## src/hw/sltc_pkg.sv

```systemverilog
// Package: register map, field layout and modes of the link control register bank
package sltc_pkg;

  // ----------------------------------------
  // Serial control port
  // ----------------------------------------
  localparam int         ADDR_W       = 13;
  localparam int         INSTR_BITS   = 16;
  localparam int         DATA_BITS    = 8;

  // ----------------------------------------
  // Register offsets
  // ----------------------------------------
  localparam logic [12:0] OFS_PAT4_HI  = 13'h0_020;
  localparam logic [12:0] OFS_CMUL     = 13'h0_021;
  localparam logic [12:0] OFS_SIG_LO   = 13'h0_024;
  localparam logic [12:0] OFS_SIG_HI   = 13'h0_025;
  localparam logic [12:0] OFS_DIVSY    = 13'h0_03a;
  localparam logic [12:0] OFS_LINK1    = 13'h0_060;
  localparam logic [12:0] OFS_LINK2    = 13'h0_061;
  localparam logic [12:0] OFS_LINK3    = 13'h0_062;
  localparam logic [12:0] OFS_LINK4    = 13'h0_063;

  // ----------------------------------------
  // Reset values and writable bit masks
  // ----------------------------------------
  localparam logic [7:0]  RST_REG      = 8'h00;
  localparam logic [15:0] RST_SIG      = 16'h0000;
  localparam logic [7:0]  MASK_CMUL    = 8'h08;
  localparam logic [7:0]  MASK_DIVSY   = 8'h07;
  localparam logic [7:0]  MASK_LINK1   = 8'h7f;
  localparam logic [7:0]  MASK_LINK2   = 8'hf7;
  localparam logic [7:0]  MASK_LINK3   = 8'hb7;
  localparam logic [7:0]  MASK_FULL    = 8'hff;

  // ----------------------------------------
  // Field positions
  // ----------------------------------------
  localparam int LOW_ENC_BIT     = 3;
  localparam int SYNC_BUF_BIT    = 0;
  localparam int DIV_SYNC_BIT    = 1;
  localparam int DIV_NEXT_BIT    = 2;
  localparam int LINK_PD_BIT     = 0;
  localparam int FRAME_CHR_BIT   = 1;
  localparam int ALIGN_LSB       = 2;
  localparam int LANE_SYNC_BIT   = 4;
  localparam int TEST_SMP_BIT    = 5;
  localparam int TAIL_BIT        = 6;
  localparam int MIRROR_BIT      = 0;
  localparam int INVERT_BIT      = 1;
  localparam int BYPASS_BIT      = 2;
  localparam int SYNC_CMOS_BIT   = 4;
  localparam int SYNC_INV_BIT    = 5;
  localparam int SYNC_MODE_LSB   = 6;
  localparam int TEST_MODE_LSB   = 0;
  localparam int INJECT_LSB      = 4;
  localparam int CSUM_DIS_BIT    = 7;

  // ----------------------------------------
  // Mode encodings
  // ----------------------------------------
  typedef enum logic [2:0] {
    TM_NORMAL    = 3'b000,
    TM_CHECKER   = 3'b001,
    TM_TOGGLE    = 3'b010,
    TM_PN_LONG   = 3'b011,
    TM_PN_SHORT  = 3'b100
  } sltc_test_mode_t;

  typedef enum logic [1:0] {
    ALIGN_OFF    = 2'b00,
    ALIGN_ON     = 2'b01,
    ALIGN_RSVD   = 2'b10,
    ALIGN_ALWAYS = 2'b11
  } sltc_align_mode_t;

  typedef enum logic [1:0] {
    SYNC_INDIV   = 2'b00,
    SYNC_GLOBAL  = 2'b01,
    SYNC_ACTIVE  = 2'b10,
    SYNC_IGNORE  = 2'b11
  } sltc_sync_mode_t;

  typedef enum logic [1:0] {
    INJ_SAMPLE   = 2'b00,
    INJ_ENCODED  = 2'b01
  } sltc_inject_t;

  typedef enum logic [1:0] {
    SPI_INSTR    = 2'b00,
    SPI_DATA     = 2'b01
  } sltc_spi_state_t;

endpackage : sltc_pkg

```

## src/hw/sltc_regs.sv

```systemverilog
// Link transmitter control register bank behind the three-wire serial control port
//
// Operation
// - Pattern four upper byte, bits 15:8, resets zero
// - Three-bit test mode selects output content
// - Alignment sequence mode: off, on, always on
// - Sync mode: individual, global, active, ignored
// - Sync standard bit and polarity invert bit
// - Injection: 16-bit at sample, 10-bit encoded
`timescale 1ns/100ps
`default_nettype none

module sltc_regs (
  // Clock and reset
  input  wire logic        clock,
  input  wire logic        sys_rst,
  input  wire logic        clk_en,
  // Serial control port
  input  wire logic        spi_sclk,
  input  wire logic        spi_cs_n,
  input  wire logic        spi_sdio_in,
  output logic             spi_sdio_out,
  output logic             spi_sdio_oe,
  // Sync request inputs
  input  wire logic        sync_lvds_in,
  input  wire logic        sync_cmos_in,
  input  wire logic        divider_sync_in,
  // Self-test sample path
  input  wire logic        self_test_clear,
  input  wire logic        sample_valid,
  input  wire logic [13:0] sample_data,
  // Clock multiplier and divider
  output logic             low_encode_rate_en,
  output logic             divider_align,
  // Link control
  output logic [15:8]      user_pattern_four_hi,
  output logic             link_power_down,
  output logic             frame_char_insert_dis,
  output logic             align_seq_enable,
  output logic             align_seq_continuous,
  output logic             lane_sync_enable,
  output logic             test_sample_enable,
  output logic             tail_bit_enable,
  output logic             mirror_bits,
  output logic             invert_bits,
  output logic             bypass_8b10b,
  output logic [1:0]       sync_mode,
  output logic             link_sync_request_input,
  output logic             config_checksum_dis,
  output logic [2:0]       test_mode,
  output logic             test_active,
  output logic             inject_at_sample,
  output logic             inject_after_encoder,
  output logic [7:0]       align_repeat_count
);

  // ----------------------------------------
  // Registers
  // ----------------------------------------
  logic [7:0]  pat4_reg,  pat4_next;
  logic [7:0]  cmul_reg,  cmul_next;
  logic [7:0]  divsy_reg, divsy_next;
  logic [7:0]  link1_reg, link1_next;
  logic [7:0]  link2_reg, link2_next;
  logic [7:0]  link3_reg, link3_next;
  logic [7:0]  link4_reg, link4_next;
  logic [15:0] signature;

  // ----------------------------------------
  // Serial port state
  // ----------------------------------------
  sltc_pkg::sltc_spi_state_t st_reg, st_next;
  logic [4:0]  cnt_reg,   cnt_next;
  logic [15:0] sh_reg,    sh_next;
  logic [7:0]  rd_reg,    rd_next;
  logic [12:0] addr_reg,  addr_next;
  logic        read_reg,  read_next;
  logic        oe_reg,    oe_next;
  logic        dout_reg,  dout_next;
  logic        sclk_reg;
  logic        sync_prev_reg;
  logic        align_reg, align_next;

  logic        sclk_rise;
  logic        sclk_fall;
  logic        wr_en;
  logic [7:0]  wr_data;
  logic [12:0] next_addr;
  logic        sync_event;

  assign sclk_rise = spi_sclk & ~sclk_reg;
  assign sclk_fall = ~spi_sclk & sclk_reg;
  assign next_addr = addr_reg + 13'h0_001;
  assign wr_data   = {sh_reg[6:0], spi_sdio_in};

  function automatic logic [7:0] read_mux(input logic [12:0] a);
    logic [7:0] d;
    d = 8'h00;
    if (a == sltc_pkg::OFS_PAT4_HI) begin
      d = pat4_reg;
    end else if (a == sltc_pkg::OFS_CMUL) begin
      d = cmul_reg;
    end else if (a == sltc_pkg::OFS_SIG_LO) begin
      d = signature[7:0];
    end else if (a == sltc_pkg::OFS_SIG_HI) begin
      d = signature[15:8];
    end else if (a == sltc_pkg::OFS_DIVSY) begin
      d = divsy_reg;
    end else if (a == sltc_pkg::OFS_LINK1) begin
      d = link1_reg;
    end else if (a == sltc_pkg::OFS_LINK2) begin
      d = link2_reg;
    end else if (a == sltc_pkg::OFS_LINK3) begin
      d = link3_reg;
    end else if (a == sltc_pkg::OFS_LINK4) begin
      d = link4_reg;
    end
    return d;
  endfunction : read_mux

  // ----------------------------------------
  // Serial control port engine
  // ----------------------------------------
  always_comb begin
    st_next   = st_reg;
    cnt_next  = cnt_reg;
    sh_next   = sh_reg;
    rd_next   = rd_reg;
    addr_next = addr_reg;
    read_next = read_reg;
    oe_next   = oe_reg;
    dout_next = dout_reg;
    wr_en     = 1'b0;
    if (spi_cs_n) begin
      st_next  = sltc_pkg::SPI_INSTR;
      cnt_next = 5'd0;
      oe_next  = 1'b0;
    end else begin
      if (sclk_rise) begin
        sh_next  = {sh_reg[14:0], spi_sdio_in};
        cnt_next = cnt_reg + 5'd1;
        case (st_reg)
          sltc_pkg::SPI_INSTR: begin
            if (cnt_reg == 5'(sltc_pkg::INSTR_BITS - 1)) begin
              read_next = sh_reg[14];
              addr_next = {sh_reg[11:0], spi_sdio_in};
              rd_next   = read_mux({sh_reg[11:0], spi_sdio_in});
              oe_next   = sh_reg[14];
              st_next   = sltc_pkg::SPI_DATA;
              cnt_next  = 5'd0;
            end
          end
          sltc_pkg::SPI_DATA: begin
            if (cnt_reg == 5'(sltc_pkg::DATA_BITS - 1)) begin
              wr_en     = ~read_reg;
              addr_next = next_addr;
              rd_next   = read_mux(next_addr);
              cnt_next  = 5'd0;
            end
          end
          default: begin
            st_next = sltc_pkg::SPI_INSTR;
          end
        endcase
      end
      if (sclk_fall && st_reg == sltc_pkg::SPI_DATA && read_reg) begin
        dout_next = rd_reg[7];
        rd_next   = {rd_reg[6:0], 1'b0};
      end
    end
  end

  always_ff @(posedge clock) begin
    if (sys_rst) begin
      st_reg   <= sltc_pkg::SPI_INSTR;
      cnt_reg  <= 5'd0;
      sh_reg   <= 16'h0000;
      rd_reg   <= 8'h00;
      addr_reg <= 13'h0_000;
      read_reg <= 1'b0;
      oe_reg   <= 1'b0;
      dout_reg <= 1'b0;
      sclk_reg <= 1'b0;
    end else if (clk_en) begin
      st_reg   <= st_next;
      cnt_reg  <= cnt_next;
      sh_reg   <= sh_next;
      rd_reg   <= rd_next;
      addr_reg <= addr_next;
      read_reg <= read_next;
      oe_reg   <= oe_next;
      dout_reg <= dout_next;
      sclk_reg <= spi_sclk;
    end
  end

  assign spi_sdio_out = dout_reg;
  assign spi_sdio_oe  = oe_reg;

  // ----------------------------------------
  // Register file and divider sync
  // ----------------------------------------
  // Divider sync pin passes only through the enabled master buffer
  assign sync_event = divsy_reg[sltc_pkg::SYNC_BUF_BIT] & divsy_reg[sltc_pkg::DIV_SYNC_BIT]
                    & divider_sync_in & ~sync_prev_reg;

  always_comb begin
    pat4_next  = pat4_reg;
    cmul_next  = cmul_reg;
    divsy_next = divsy_reg;
    link1_next = link1_reg;
    link2_next = link2_reg;
    link3_next = link3_reg;
    link4_next = link4_reg;
    align_next = sync_event;
    // One-shot alignment drops the enable; a same-cycle write wins
    if (sync_event && divsy_reg[sltc_pkg::DIV_NEXT_BIT]) begin
      divsy_next[sltc_pkg::DIV_SYNC_BIT] = 1'b0;
    end
    if (wr_en) begin
      if (addr_reg == sltc_pkg::OFS_PAT4_HI) begin
        pat4_next = wr_data & sltc_pkg::MASK_FULL;
      end else if (addr_reg == sltc_pkg::OFS_CMUL) begin
        cmul_next = wr_data & sltc_pkg::MASK_CMUL;
      end else if (addr_reg == sltc_pkg::OFS_DIVSY) begin
        divsy_next = wr_data & sltc_pkg::MASK_DIVSY;
      end else if (addr_reg == sltc_pkg::OFS_LINK1) begin
        link1_next = wr_data & sltc_pkg::MASK_LINK1;
      end else if (addr_reg == sltc_pkg::OFS_LINK2) begin
        link2_next = wr_data & sltc_pkg::MASK_LINK2;
      end else if (addr_reg == sltc_pkg::OFS_LINK3) begin
        link3_next = wr_data & sltc_pkg::MASK_LINK3;
      end else if (addr_reg == sltc_pkg::OFS_LINK4) begin
        link4_next = wr_data & sltc_pkg::MASK_FULL;
      end
    end
  end

  always_ff @(posedge clock) begin
    if (sys_rst) begin
      pat4_reg      <= sltc_pkg::RST_REG;
      cmul_reg      <= sltc_pkg::RST_REG;
      divsy_reg     <= sltc_pkg::RST_REG;
      link1_reg     <= sltc_pkg::RST_REG;
      link2_reg     <= sltc_pkg::RST_REG;
      link3_reg     <= sltc_pkg::RST_REG;
      link4_reg     <= sltc_pkg::RST_REG;
      align_reg     <= 1'b0;
      sync_prev_reg <= 1'b0;
    end else if (clk_en) begin
      pat4_reg      <= pat4_next;
      cmul_reg      <= cmul_next;
      divsy_reg     <= divsy_next;
      link1_reg     <= link1_next;
      link2_reg     <= link2_next;
      link3_reg     <= link3_next;
      link4_reg     <= link4_next;
      align_reg     <= align_next;
      sync_prev_reg <= divider_sync_in;
    end
  end

  // ----------------------------------------
  // Self-test signature
  // ----------------------------------------
  sltc_signature #(
    .WIDTH        (16),
    .POLY         (16'h1021)
  ) u_signature (
    .clock        (clock),
    .sys_rst      (sys_rst),
    .clk_en       (clk_en),
    .clear        (self_test_clear),
    .sample_valid (sample_valid),
    .sample_data  ({2'b00, sample_data}),
    .signature    (signature)
  );

  // ----------------------------------------
  // Decoded controls
  // ----------------------------------------
  logic [1:0] align_mode;
  logic       sync_raw;
  logic [1:0] inject_sel;

  assign align_mode = link1_reg[sltc_pkg::ALIGN_LSB +: 2];
  assign inject_sel = link3_reg[sltc_pkg::INJECT_LSB +: 2];

  assign low_encode_rate_en    = cmul_reg[sltc_pkg::LOW_ENC_BIT];
  assign divider_align         = align_reg;
  assign user_pattern_four_hi  = pat4_reg;
  assign link_power_down       = link1_reg[sltc_pkg::LINK_PD_BIT];
  assign frame_char_insert_dis = link1_reg[sltc_pkg::FRAME_CHR_BIT];
  assign align_seq_enable      = (align_mode == sltc_pkg::ALIGN_ON)
                               | (align_mode == sltc_pkg::ALIGN_ALWAYS);
  assign align_seq_continuous  = (align_mode == sltc_pkg::ALIGN_ALWAYS);
  assign lane_sync_enable      = link1_reg[sltc_pkg::LANE_SYNC_BIT];
  assign test_sample_enable    = link1_reg[sltc_pkg::TEST_SMP_BIT];
  assign tail_bit_enable       = link1_reg[sltc_pkg::TAIL_BIT];
  assign mirror_bits           = link2_reg[sltc_pkg::MIRROR_BIT];
  assign invert_bits           = link2_reg[sltc_pkg::INVERT_BIT];
  assign bypass_8b10b          = link2_reg[sltc_pkg::BYPASS_BIT];
  assign sync_mode             = link2_reg[sltc_pkg::SYNC_MODE_LSB +: 2];

  // Receiver choice, then polarity, then the ignore setting
  assign sync_raw = link2_reg[sltc_pkg::SYNC_CMOS_BIT] ? sync_cmos_in : sync_lvds_in;
  assign link_sync_request_input = (sync_mode != sltc_pkg::SYNC_IGNORE)
                                 & (sync_raw ^ link2_reg[sltc_pkg::SYNC_INV_BIT]);

  assign config_checksum_dis  = link3_reg[sltc_pkg::CSUM_DIS_BIT];
  // Reserved codes fall back to normal data
  assign test_mode = (link3_reg[2:0] > sltc_pkg::TM_PN_SHORT) ? sltc_pkg::TM_NORMAL
                   : link3_reg[sltc_pkg::TEST_MODE_LSB +: 3];
  assign test_active          = (test_mode != sltc_pkg::TM_NORMAL);
  assign inject_at_sample     = test_active & (inject_sel == sltc_pkg::INJ_SAMPLE);
  assign inject_after_encoder = test_active & (inject_sel == sltc_pkg::INJ_ENCODED);
  assign align_repeat_count   = link4_reg;

endmodule : sltc_regs

`default_nettype wire

```

## src/hw/sltc_signature.sv

```systemverilog
// Self-test signature register: 16-bit multiple-input shift register over sample words
`timescale 1ns/100ps
`default_nettype none

module sltc_signature #(
  parameter int          WIDTH = 16,
  parameter logic [15:0] POLY  = 16'h1021
) (
  // Clock and reset
  input  wire logic             clock,
  input  wire logic             sys_rst,
  input  wire logic             clk_en,
  // Control
  input  wire logic             clear,
  input  wire logic             sample_valid,
  input  wire logic [WIDTH-1:0] sample_data,
  // Result
  output logic      [WIDTH-1:0] signature
);

  logic [WIDTH-1:0] sig_reg;
  logic [WIDTH-1:0] sig_next;

  always_comb begin
    sig_next = sig_reg;
    if (clear) begin
      sig_next = WIDTH'(sltc_pkg::RST_SIG);
    end else if (sample_valid) begin
      sig_next = {sig_reg[WIDTH-2:0], 1'b0} ^ sample_data
                 ^ (sig_reg[WIDTH-1] ? POLY[WIDTH-1:0] : '0);
    end
  end

  always_ff @(posedge clock) begin
    if (sys_rst) begin
      sig_reg <= WIDTH'(sltc_pkg::RST_SIG);
    end else if (clk_en) begin
      sig_reg <= sig_next;
    end
  end

  assign signature = sig_reg;

endmodule : sltc_signature

`default_nettype wire

```

## config.mk

```make
export PLATFORM = sky130hd
export DESIGN_NAME = sltc_regs
export DESIGN_NICKNAME = d
export VERILOG_FILES = /design/src/hw/sltc_pkg.sv /design/src/hw/sltc_regs.sv /design/src/hw/sltc_signature.sv
export SDC_FILE = /design/constraint.sdc
export NUM_CORES = 1
export LEC_CHECK = 0
export ABC_AREA = 1
export BUFFER_PORTS_ARGS = -buffer_cell sky130_fd_sc_hd__clkbuf_2
export CAP_MARGIN = 20
export CORE_ASPECT_RATIO = 0.6
export CORE_MARGIN = 5
export CORE_UTILIZATION = 30
export DETAILED_ROUTE_END_ITERATION = 8
export PLACE_DENSITY = 0.47
export SYNTH_ARGS = -nofsm -noshare
export SYNTH_HDL_FRONTEND = slang
export SYNTH_SLANG_ARGS = --single-unit
```

## constraint.sdc

```tcl
create_clock -name clock -period 2.95 [get_ports clock]
set_clock_uncertainty 0.1 [all_clocks]
set_input_delay 0.295 -clock clock [delete_from_list [all_inputs] [get_ports clock]]
set_output_delay 0.295 -clock clock [all_outputs]
set_load 0.02 [all_outputs]
```

After elaboration in Yosys (flattened, before gate mapping)
Index checks and enable logic that the tools add are counted.
- register bits after elaboration: 105
- input port bits: 25
- output and inout bits: 40
- logic and storage cells: 166
- $add $sub $neg: 2
- order comparisons: 1
- equality and inequality tests: 38
- mux-type cells: 53
- bitwise operators: 23
- reductions and logical operators: 29
- operators by type and width (cell ; number):
    $mux 8 ; 22
    $eq 13x6->1 const B ; 13
    $eq 13x7->1 const B ; 12
    $mux 13 ; 3
    $mux 16 ; 2
    $pmux 13 s2 ; 1
    $mux 5 ; 4
    $reduce_and 6->1 ; 3
    $pmux 8 s2 ; 1
    $xor 16x14->16 ; 1
    $xor 16x16->16 ; 1
    $mux 2 ; 7
    $add 13x1->13 const B ; 1
    $reduce_and 4->1 ; 3
    $reduce_bool 2->1 ; 6
    $not 1->1 ; 11
    $mux 1 ; 10
    $pmux 5 s2 ; 1
    $reduce_and 5->1 ; 2
    $reduce_and 3->1 ; 3
    $reduce_and 9->1 ; 1
    $and 1x1->1 ; 8
    $ne 2x2->1 const B ; 4
    $reduce_and 8->1 ; 1
    other kinds (17) ; 25

Logic depth before layout (Yosys ltp)
Gate-level depths: netlist (run 1).
- word-level depth: 15
- mapped depth: 22
- depth with buffers taken out: 21

Modules after synthesis
Synthesis (run 1) repeated with hierarchy kept, for this count alone.
- cells, all modules: 981
- area, all modules: 6508.7 µm²
- by module, submodules not included (module ; instances ; cells an instance ; area an instance (µm²) ; sequential area each (µm²)):
    sltc_regs ; 1 ; 879 ; 5693.0 ; 1761.7
    sltc_signature ; 1 ; 102 ; 815.8 ; 320.3

Worst setup path after synthesis (run 1)
OpenSTA, ideal clock, no wires.
- kind: register to register
- start: reg addr_reg[0]
- end: reg rd_reg[3]
- setup time: 130 ps
- arrival: 2103 ps
- data required time: 2720 ps
- path slack: 617 ps
- cell stages (with the launch flop): 22
- path buffers: 1
- clock period less this slack: 2333 ps
- cells stage by stage: dfxtp_1 ha_1 nand3_2 nor2_2 nand2_1 nand2_1 nand2_2 inv_2 nand3_2 nor2_4 buf_12 nand2_1 nand2_1 nor2_1 nand2_1 nand2_1 nand2_1 nand2_1 nand2_1 nand2_1 nand2_1 a21oi_1
- word-level cells in the longest chain between the ends: 15
- elaborated cells on any way between the ends: 23
- those cells by class: 1 x add/sub; 9 x eq/ne; 13 x mux
- ends and longest elaborated chain (item ; RTL line ; RTL):
    from (decl) ; sltc_regs.sv:76 ; logic [12:0] addr_reg, addr_next;
    from (signal assigned) ; sltc_regs.sv:189 ; addr_reg <= addr_next;
    $add 13x1->13 (*) ; sltc_regs.sv:93 ; assign next_addr = addr_reg + 13'h0_001;
    $eq 13x7->1 ; sltc_regs.sv:115 ; end else if (a == sltc_pkg::OFS_LINK4) begin
    $mux 8 ; sltc_regs.sv:115 ;
    $mux 8 ; sltc_regs.sv:113 ; end else if (a == sltc_pkg::OFS_LINK3) begin
    $mux 8 ; sltc_regs.sv:111 ; end else if (a == sltc_pkg::OFS_LINK2) begin
    $mux 8 ; sltc_regs.sv:109 ; end else if (a == sltc_pkg::OFS_LINK1) begin
    $mux 8 ; sltc_regs.sv:107 ; end else if (a == sltc_pkg::OFS_DIVSY) begin
    $mux 8 ; sltc_regs.sv:105 ; end else if (a == sltc_pkg::OFS_SIG_HI) begin
    $mux 8 ; sltc_regs.sv:103 ; end else if (a == sltc_pkg::OFS_SIG_LO) begin
    $mux 8 ; sltc_regs.sv:101 ; end else if (a == sltc_pkg::OFS_CMUL) begin
    $mux 8 (*) ; sltc_regs.sv:99 ; if (a == sltc_pkg::OFS_PAT4_HI) begin
    $mux 8 (*) ; sltc_regs.sv:154 ; if (cnt_reg == 5'(sltc_pkg::DATA_BITS - 1)) begin
    $pmux 8 s2 (*) ; sltc_regs.sv:142 ; case (st_reg)
    $mux 8 (*) ; sltc_regs.sv:139 ; if (sclk_rise) begin
    $mux 8 (*) ; sltc_regs.sv:166 ; if (sclk_fall && st_reg == sltc_pkg::SPI_DATA && read_reg) begin
    to (signal assigned) ; sltc_regs.sv:188 ; rd_reg <= rd_next;
    to (decl) ; sltc_regs.sv:75 ; logic [7:0] rd_reg, rd_next;
Mark *: on every way between the ends. The rest lies on a longest branch, timed or not. The select of a mux whose other input is x is not followed.
A chain may end at the register's enable or synchronous reset.

Worst setup path in the final report (run 1)
- start: reg addr_reg[5]
- end: reg rd_reg[0]
The elaborated chain is that of the path after synthesis.

==> impl_metrics.yaml, run 1 <==
outcome:
  status: "finished, final reports clean"
placed_design:
  dp_hpwl_um: 19100
  placedCellCount: 1320
  gp_congestion: 0.953
  pre_cts_ws_ps: 186
  placed_area_sq_um: 7210
  port_buffers: 64
worst_setup_path:
  reg2reg_slack_ps: 240
  r2r_end: "rd_reg[0]"
  worstRegToRegCells: 20
  crit_arrival_ps: 2840
  worstPathMaxFanout: 10
  rr_startpoint: "addr_reg[5]"
  start_kind: "flip-flop"
  cp-end-kind: "flip-flop"
  worstPathRequired_ps: 3070
  critical_path_class: "reg2reg"
sta:
  fmax_mhz: 368
  period_share_pct: 92.0
  worst_slack_ps: 236
  rsz0062_at_grt: "true"
  hold_viol_final: 0
  setup_tns_ps: 0
  setup_violations: 0
  holdWs_ps: 86.8
  slew_viol_final: 0
  slew_headroom_pct: 44.0
  fin_crit_ps: 2710
  tightestPinTransition_ps: 839
cts:
  cts_inserted_buffers: 9
  clkTransAtPathRegs_ps: 80
  clk_path_buf_depth: 2
  clock_sinks: 104
  clock_latency_ps: 360
  cts_tree: "done"
  htreeDepth: 3
  cts_root_buf: "clkbuf_16"
  hold_buffers: 0
synthesis:
  ys_seq_elements: 104
  ys.flop_type: "dfxtp_1"
  synth_edf_count: 0
  synth_warnings: 0
  synth.yosys.seq_area_share_pct: 32.2
  ys_types: 50
  syn-cell-area_sq_um: 6470
  syn_nets: 1011
  synthCells: 978
  async_flop_share_pct: 0
  postSynthAreaPerCell_sq_um: 6.62
worst_hold_path:
  min_path_type: "in2reg"
  hp-start: "divider_sync_in"
  min_path_cells: 3
  whs_endpoint: "sync_prev_reg"
global_routing:
  overflow: 0
  antenna_found_initial: 0
  grt_pass1_wl_um: 37100
  grt.total_usage_pct: 19.7
  grt_pass1_vias: 6068
  grt_max_degree: 63
pwr:
  p_total_mw: 2.84
  peakVddDrop_mv: 0.283
  power_density_nw_per_um2: 377
  power_leakage_nw: 3.07
drt:
  m1WireLength_um: 13500
  routed-wl-met2_um: 8470
  firstDrtPassIters: 5
  drc: 0
  via_per_inst: 5.13
  drt_iter0_drc: 827
  vias: 6850
  wirelength_um: 24300
  ant_nets: 0
  highest-signal-layer: "met4"
  wl_per_cell_um: 18.2
  wl_met3_um: 2160
die:
  initial_core_util_pct: 30.6
  placementRows: 41
  io_pins: 65
  die_area_sq_um: 24700
  core-area_sq_um: 21100
  die_x_um: 200
  die_h_um: 124
cells_and_area:
  final_common_cell: "nand2_1"
  final_cells: 1336
  drive_gt1_share_pct: 16.5
  layout.nets: 1085
  fin_util_pct: 35.6
  final_cell_mix: "204 x nand2_1, 120 x inv_1, 102 x dfxtp_1, 98 x nor2_1, 83 x a21oi_1"
  diodes: 0
  largest_register_ffs: 16
  syn2layout_area_growth_pct: 16.2
  fin_area_sq_um: 7520
job:
  maxCapViolations: 0
==> layer usage <==
layer,vias to the layer above,GRT usage (%)
met3,13,4.92
met2,273,24.0
met5,-,0
li1,3415,-
met1,3149,33.5
met4,0,2.93
==> cell families after synthesis <==
group,Yosys count,synth area share (%)
DFF,104,32.2
buffers and inverters,169,11.0
muxes,1,0.155
xor gates and xnor gates,17,2.42
and+or+nand+nor,429,30.4
AOI/OAI and AO/OA,250,22.3
adders and majority gates,8,1.55
==> cell usage after synthesis, drive strengths merged, types with 8 or more instances <==
cell type	number	area [sq um]
inv	127	477
o21ai	94	474
o211ai	8	60.1
ha	8	100
nor3	21	125
nor2	109	462
nand4	13	81.3
nor4	8	71.3
dfxtp	104	2080
xor2	13	114
clkbuf	28	115
nand3	55	315
a21oi	88	459
nand2	215	846
buf	11	96.3
a211oi	32	240
==> where the power goes <==
group / internal, mW / leakage (nW) / switching, mW / total, mW
Sequential: 1.42 / 0.842 / 0.0278 / 1.45
Clock: 0.581 / 0.137 / 0.590 / 1.17
Combinational: 0.0707 / 2.09 / 0.142 / 0.213
Total: 2.08 / 3.07 / 0.760 / 2.84
==> final cells by class <==
cell class / instances / area (sq um)
timing repair buffer: 103 / 613
inverter: 129 / 489
clock inverter: 7 / 52.6
multi-input combinational: 705 / 3710
clock buffer: 9 / 225
tap: 279 / 349
fill: 2334 / 13600
sequential: 104 / 2080
==> worst max-delay path, stage by stage, from the launching register on <==
cell      delay (ps)
dfxtp_1          510
nand2_2          140
inv_1            120
nand2_1           70
nor2_2            90
nand2_1           60
nand2_1           80
nand4_1          130
nor2_4           220
buf_4            190
nand2_8           80
clkinv_4          70
nand2_1           70
nand3_1          100
nand2_1           60
nand2_1           70
nand3b_1         140
nand2_1          100
nand2_1           50
nand2_1           70
a21oi_2           50
==> worst max-delay path by stage <==
stage / start / endpoint / slack, ps / cells after the start
detailed placement: addr_reg[0] / rd_reg[3] / 190 / 21
CTS: addr_reg[0] / rd_reg[3] / 160 / 21
global placement: addr_reg[0] / rd_reg[3] / 80 / 17
finish: addr_reg[5] / rd_reg[0] / 240 / 20
floorplan: addr_reg[0] / rd_reg[3] / 620 / 21
global route: addr_reg[0] / rd_reg[4] / -10 / 21
==> what timing repair did <==
item	4_1_cts	5_1_grt
gates resized for setup	0	8
setup endpoints to repair	0	8
setup buffers	0	0
No activity file was read; power rests on OpenSTA's default activity.
==> run 2: changes to the inputs <==
Settings changed: GPL_TIMING_DRIVEN from default to 0.
==> run 2 against run 1 <==
Net effect:
- worst hold slack better by 13 ps
- register-to-register slack worse by 140 ps
- fmax down 4.8%
- largest cell class unchanged
==> impl_metrics.yaml, run 2 (synthesis results as in run 1) <==
pwr:
  clkPwrFrac_pct: 43.3
  power_frac_seq_pct: 49.9
  sw_frac_of_total_pct: 28.5
  comb_power_share_pct: 6.8
  peakVddDrop_mv: 0.279
  p_int_mw: 2.09
  switchingPower_mw: 0.832
  p_total_mw: 2.92
  power_density_nw_per_um2: 384
  power_leakage_nw: 3.02
worst_hold_path:
  min_path_type: "in2reg"
drt:
  vias: 6909
  drc: 0
  via_per_inst: 5.16
  drt_iter0_drc: 624
  wl_per_cell_um: 18.9
  wirelength_um: 25300
  firstDrtPassIters: 5
  ant_nets: 0
die:
  placementRows: 41
  die_x_um: 200
  core-area_sq_um: 21100
  initial_core_util_pct: 30.6
  die_h_um: 124
  io_pins: 65
  die_area_sq_um: 24700
placed_design:
  gp_congestion: 0.928
  placedCellCount: 1318
  placed_area_sq_um: 7130
  port_buffers: 61
  dp_hpwl_um: 20100
job:
  maxCapViolations: 0
global_routing:
  grt.total_usage_pct: 20.6
  grt_max_degree: 22
  antenna_found_initial: 0
  grt_pass1_wl_um: 38300
  overflow: 0
  grt_pass1_vias: 6218
cts:
  cts_tree: "done"
  cts_inserted_buffers: 9
  clk_path_buf_depth: 2
  hold_buffers: 0
  clock_latency_ps: 370
  clkTransAtPathRegs_ps: 90
  clock_sinks: 104
  htreeDepth: 3
  cts_root_buf: "clkbuf_16"
sta:
  setup_violations: 0
  slew_viol_final: 0
  fmax_mhz: 351
  slew_headroom_pct: 52.8
  period_share_pct: 96.6
  fin_crit_ps: 2850
  rsz0062_at_grt: "true"
  tightestPinTransition_ps: 708
  setup_tns_ps: 0
  hold_viol_final: 0
worst_setup_path:
  worstPathCellList: "clkinvlp_4, nor2_1, nand3_1, inv_1, nand4_1, inv_2, nand2_1, o2111ai_1, o21ai_0, nand3_1, o21ai_0, a21oi_1, nand2_1, a21oi_2"
  crit_buf_inv: 3
  critical_path_class: "reg2reg"
  cp-end-kind: "flip-flop"
  start_kind: "flip-flop"
  max_stage_delay_ps: 470
  crit_arrival_ps: 3060
  crit_family: "simple AND/OR/NAND/NOR gates"
  slowest_stage: "dfxtp_2"
  worstPathRequired_ps: 3160
  worstPathMaxFanout: 6
cells_and_area:
  layout.nets: 1087
  syn2layout_area_growth_pct: 17.4
  fin_area_sq_um: 7600
  largest_register_ffs: 16
  final_cells: 1338
  final_cell_mix: "204 x nand2_1, 118 x inv_1, 98 x nor2_1, 95 x dfxtp_1"
  drive_gt1_share_pct: 15.9
  diodes: 0
  final_common_cell: "nand2_1"
outcome:
  status: "finished, final reports clean"
## run 2: changes by cell type in the layout (fill, tap and decap cells not counted), moves of 5 or more
cell and change:
clkbuf_1 +23, dfxtp_2 +5, buf_4 -31, dfxtp_1 -7
## run 2: routing by layer
metal  GRT usage, %  up-vias  routed length (um)  part of all wire [%]
met5              0        -                   0                     0
met4           3.05        0                 115                  0.45
met3           4.08       11                2060                   8.2
met2           26.2      240                9230                    37
met1           34.8     3231               13900                    55
li1               -     3427                   -                     -
## run 2: power groups by stage
stage / clock [mW] / combinational [mW] / sequential, mW
after floorplan: 0 / 0.119 / 1.47
final: 1.26 / 0.198 / 1.46
after CTS: 1.29 / 0.197 / 1.45
after global placement: 0 / 0.196 / 1.49
after detailed placement: 0 / 0.196 / 1.49
after global routing: 1.35 / 0.219 / 1.46
## run 2: timing repair
action / in CTS / in global routing
setup endpoints to repair: 6 / 27
resized for setup: 2 / 35
pin swaps: 0 / 4
buffers inserted: 0 / 6
## run 2: final cells by class
type                       instances  area [sq um]
buffer                            38           221
clock buffer                       9           225
clock inverter                     7          91.3
fill                            2331         13500
inverter                         129           493
multi-input combinational        705          3770
sequential                       104          2100
tap                              279           349
timing repair buffer              67           350
## run 2: worst min-delay path: cells and delay by family
family                 cells  cell delay, ps
buffers and inverters      1             100
AND/OR/NAND/NOR            2             140
## run 2: through the flow
stage | util (%) | hold WS [ps] | setup WS (ps)
floorplan | - | 330 | 617
global placement | 33.7 | 359 | -260
detailed placement | 33.7 | 371 | -222
CTS | 35.2 | 94.9 | 16.5
global route | 36.0 | 104 | -11.1
finish | 36.0 | 99.9 | 99.1
## run 2: path summary, 6_finish.rpt
check,from,to,slack [ps],depth (start not counted)
worst max-delay path,sh_reg[4],rd_reg[4],100,14
worst min-delay path,divider_sync_in,sync_prev_reg,100,3
worst max register to register,sh_reg[4],rd_reg[4],100,14
worst min register to register,rd_reg[0],rd_reg[0],380,2
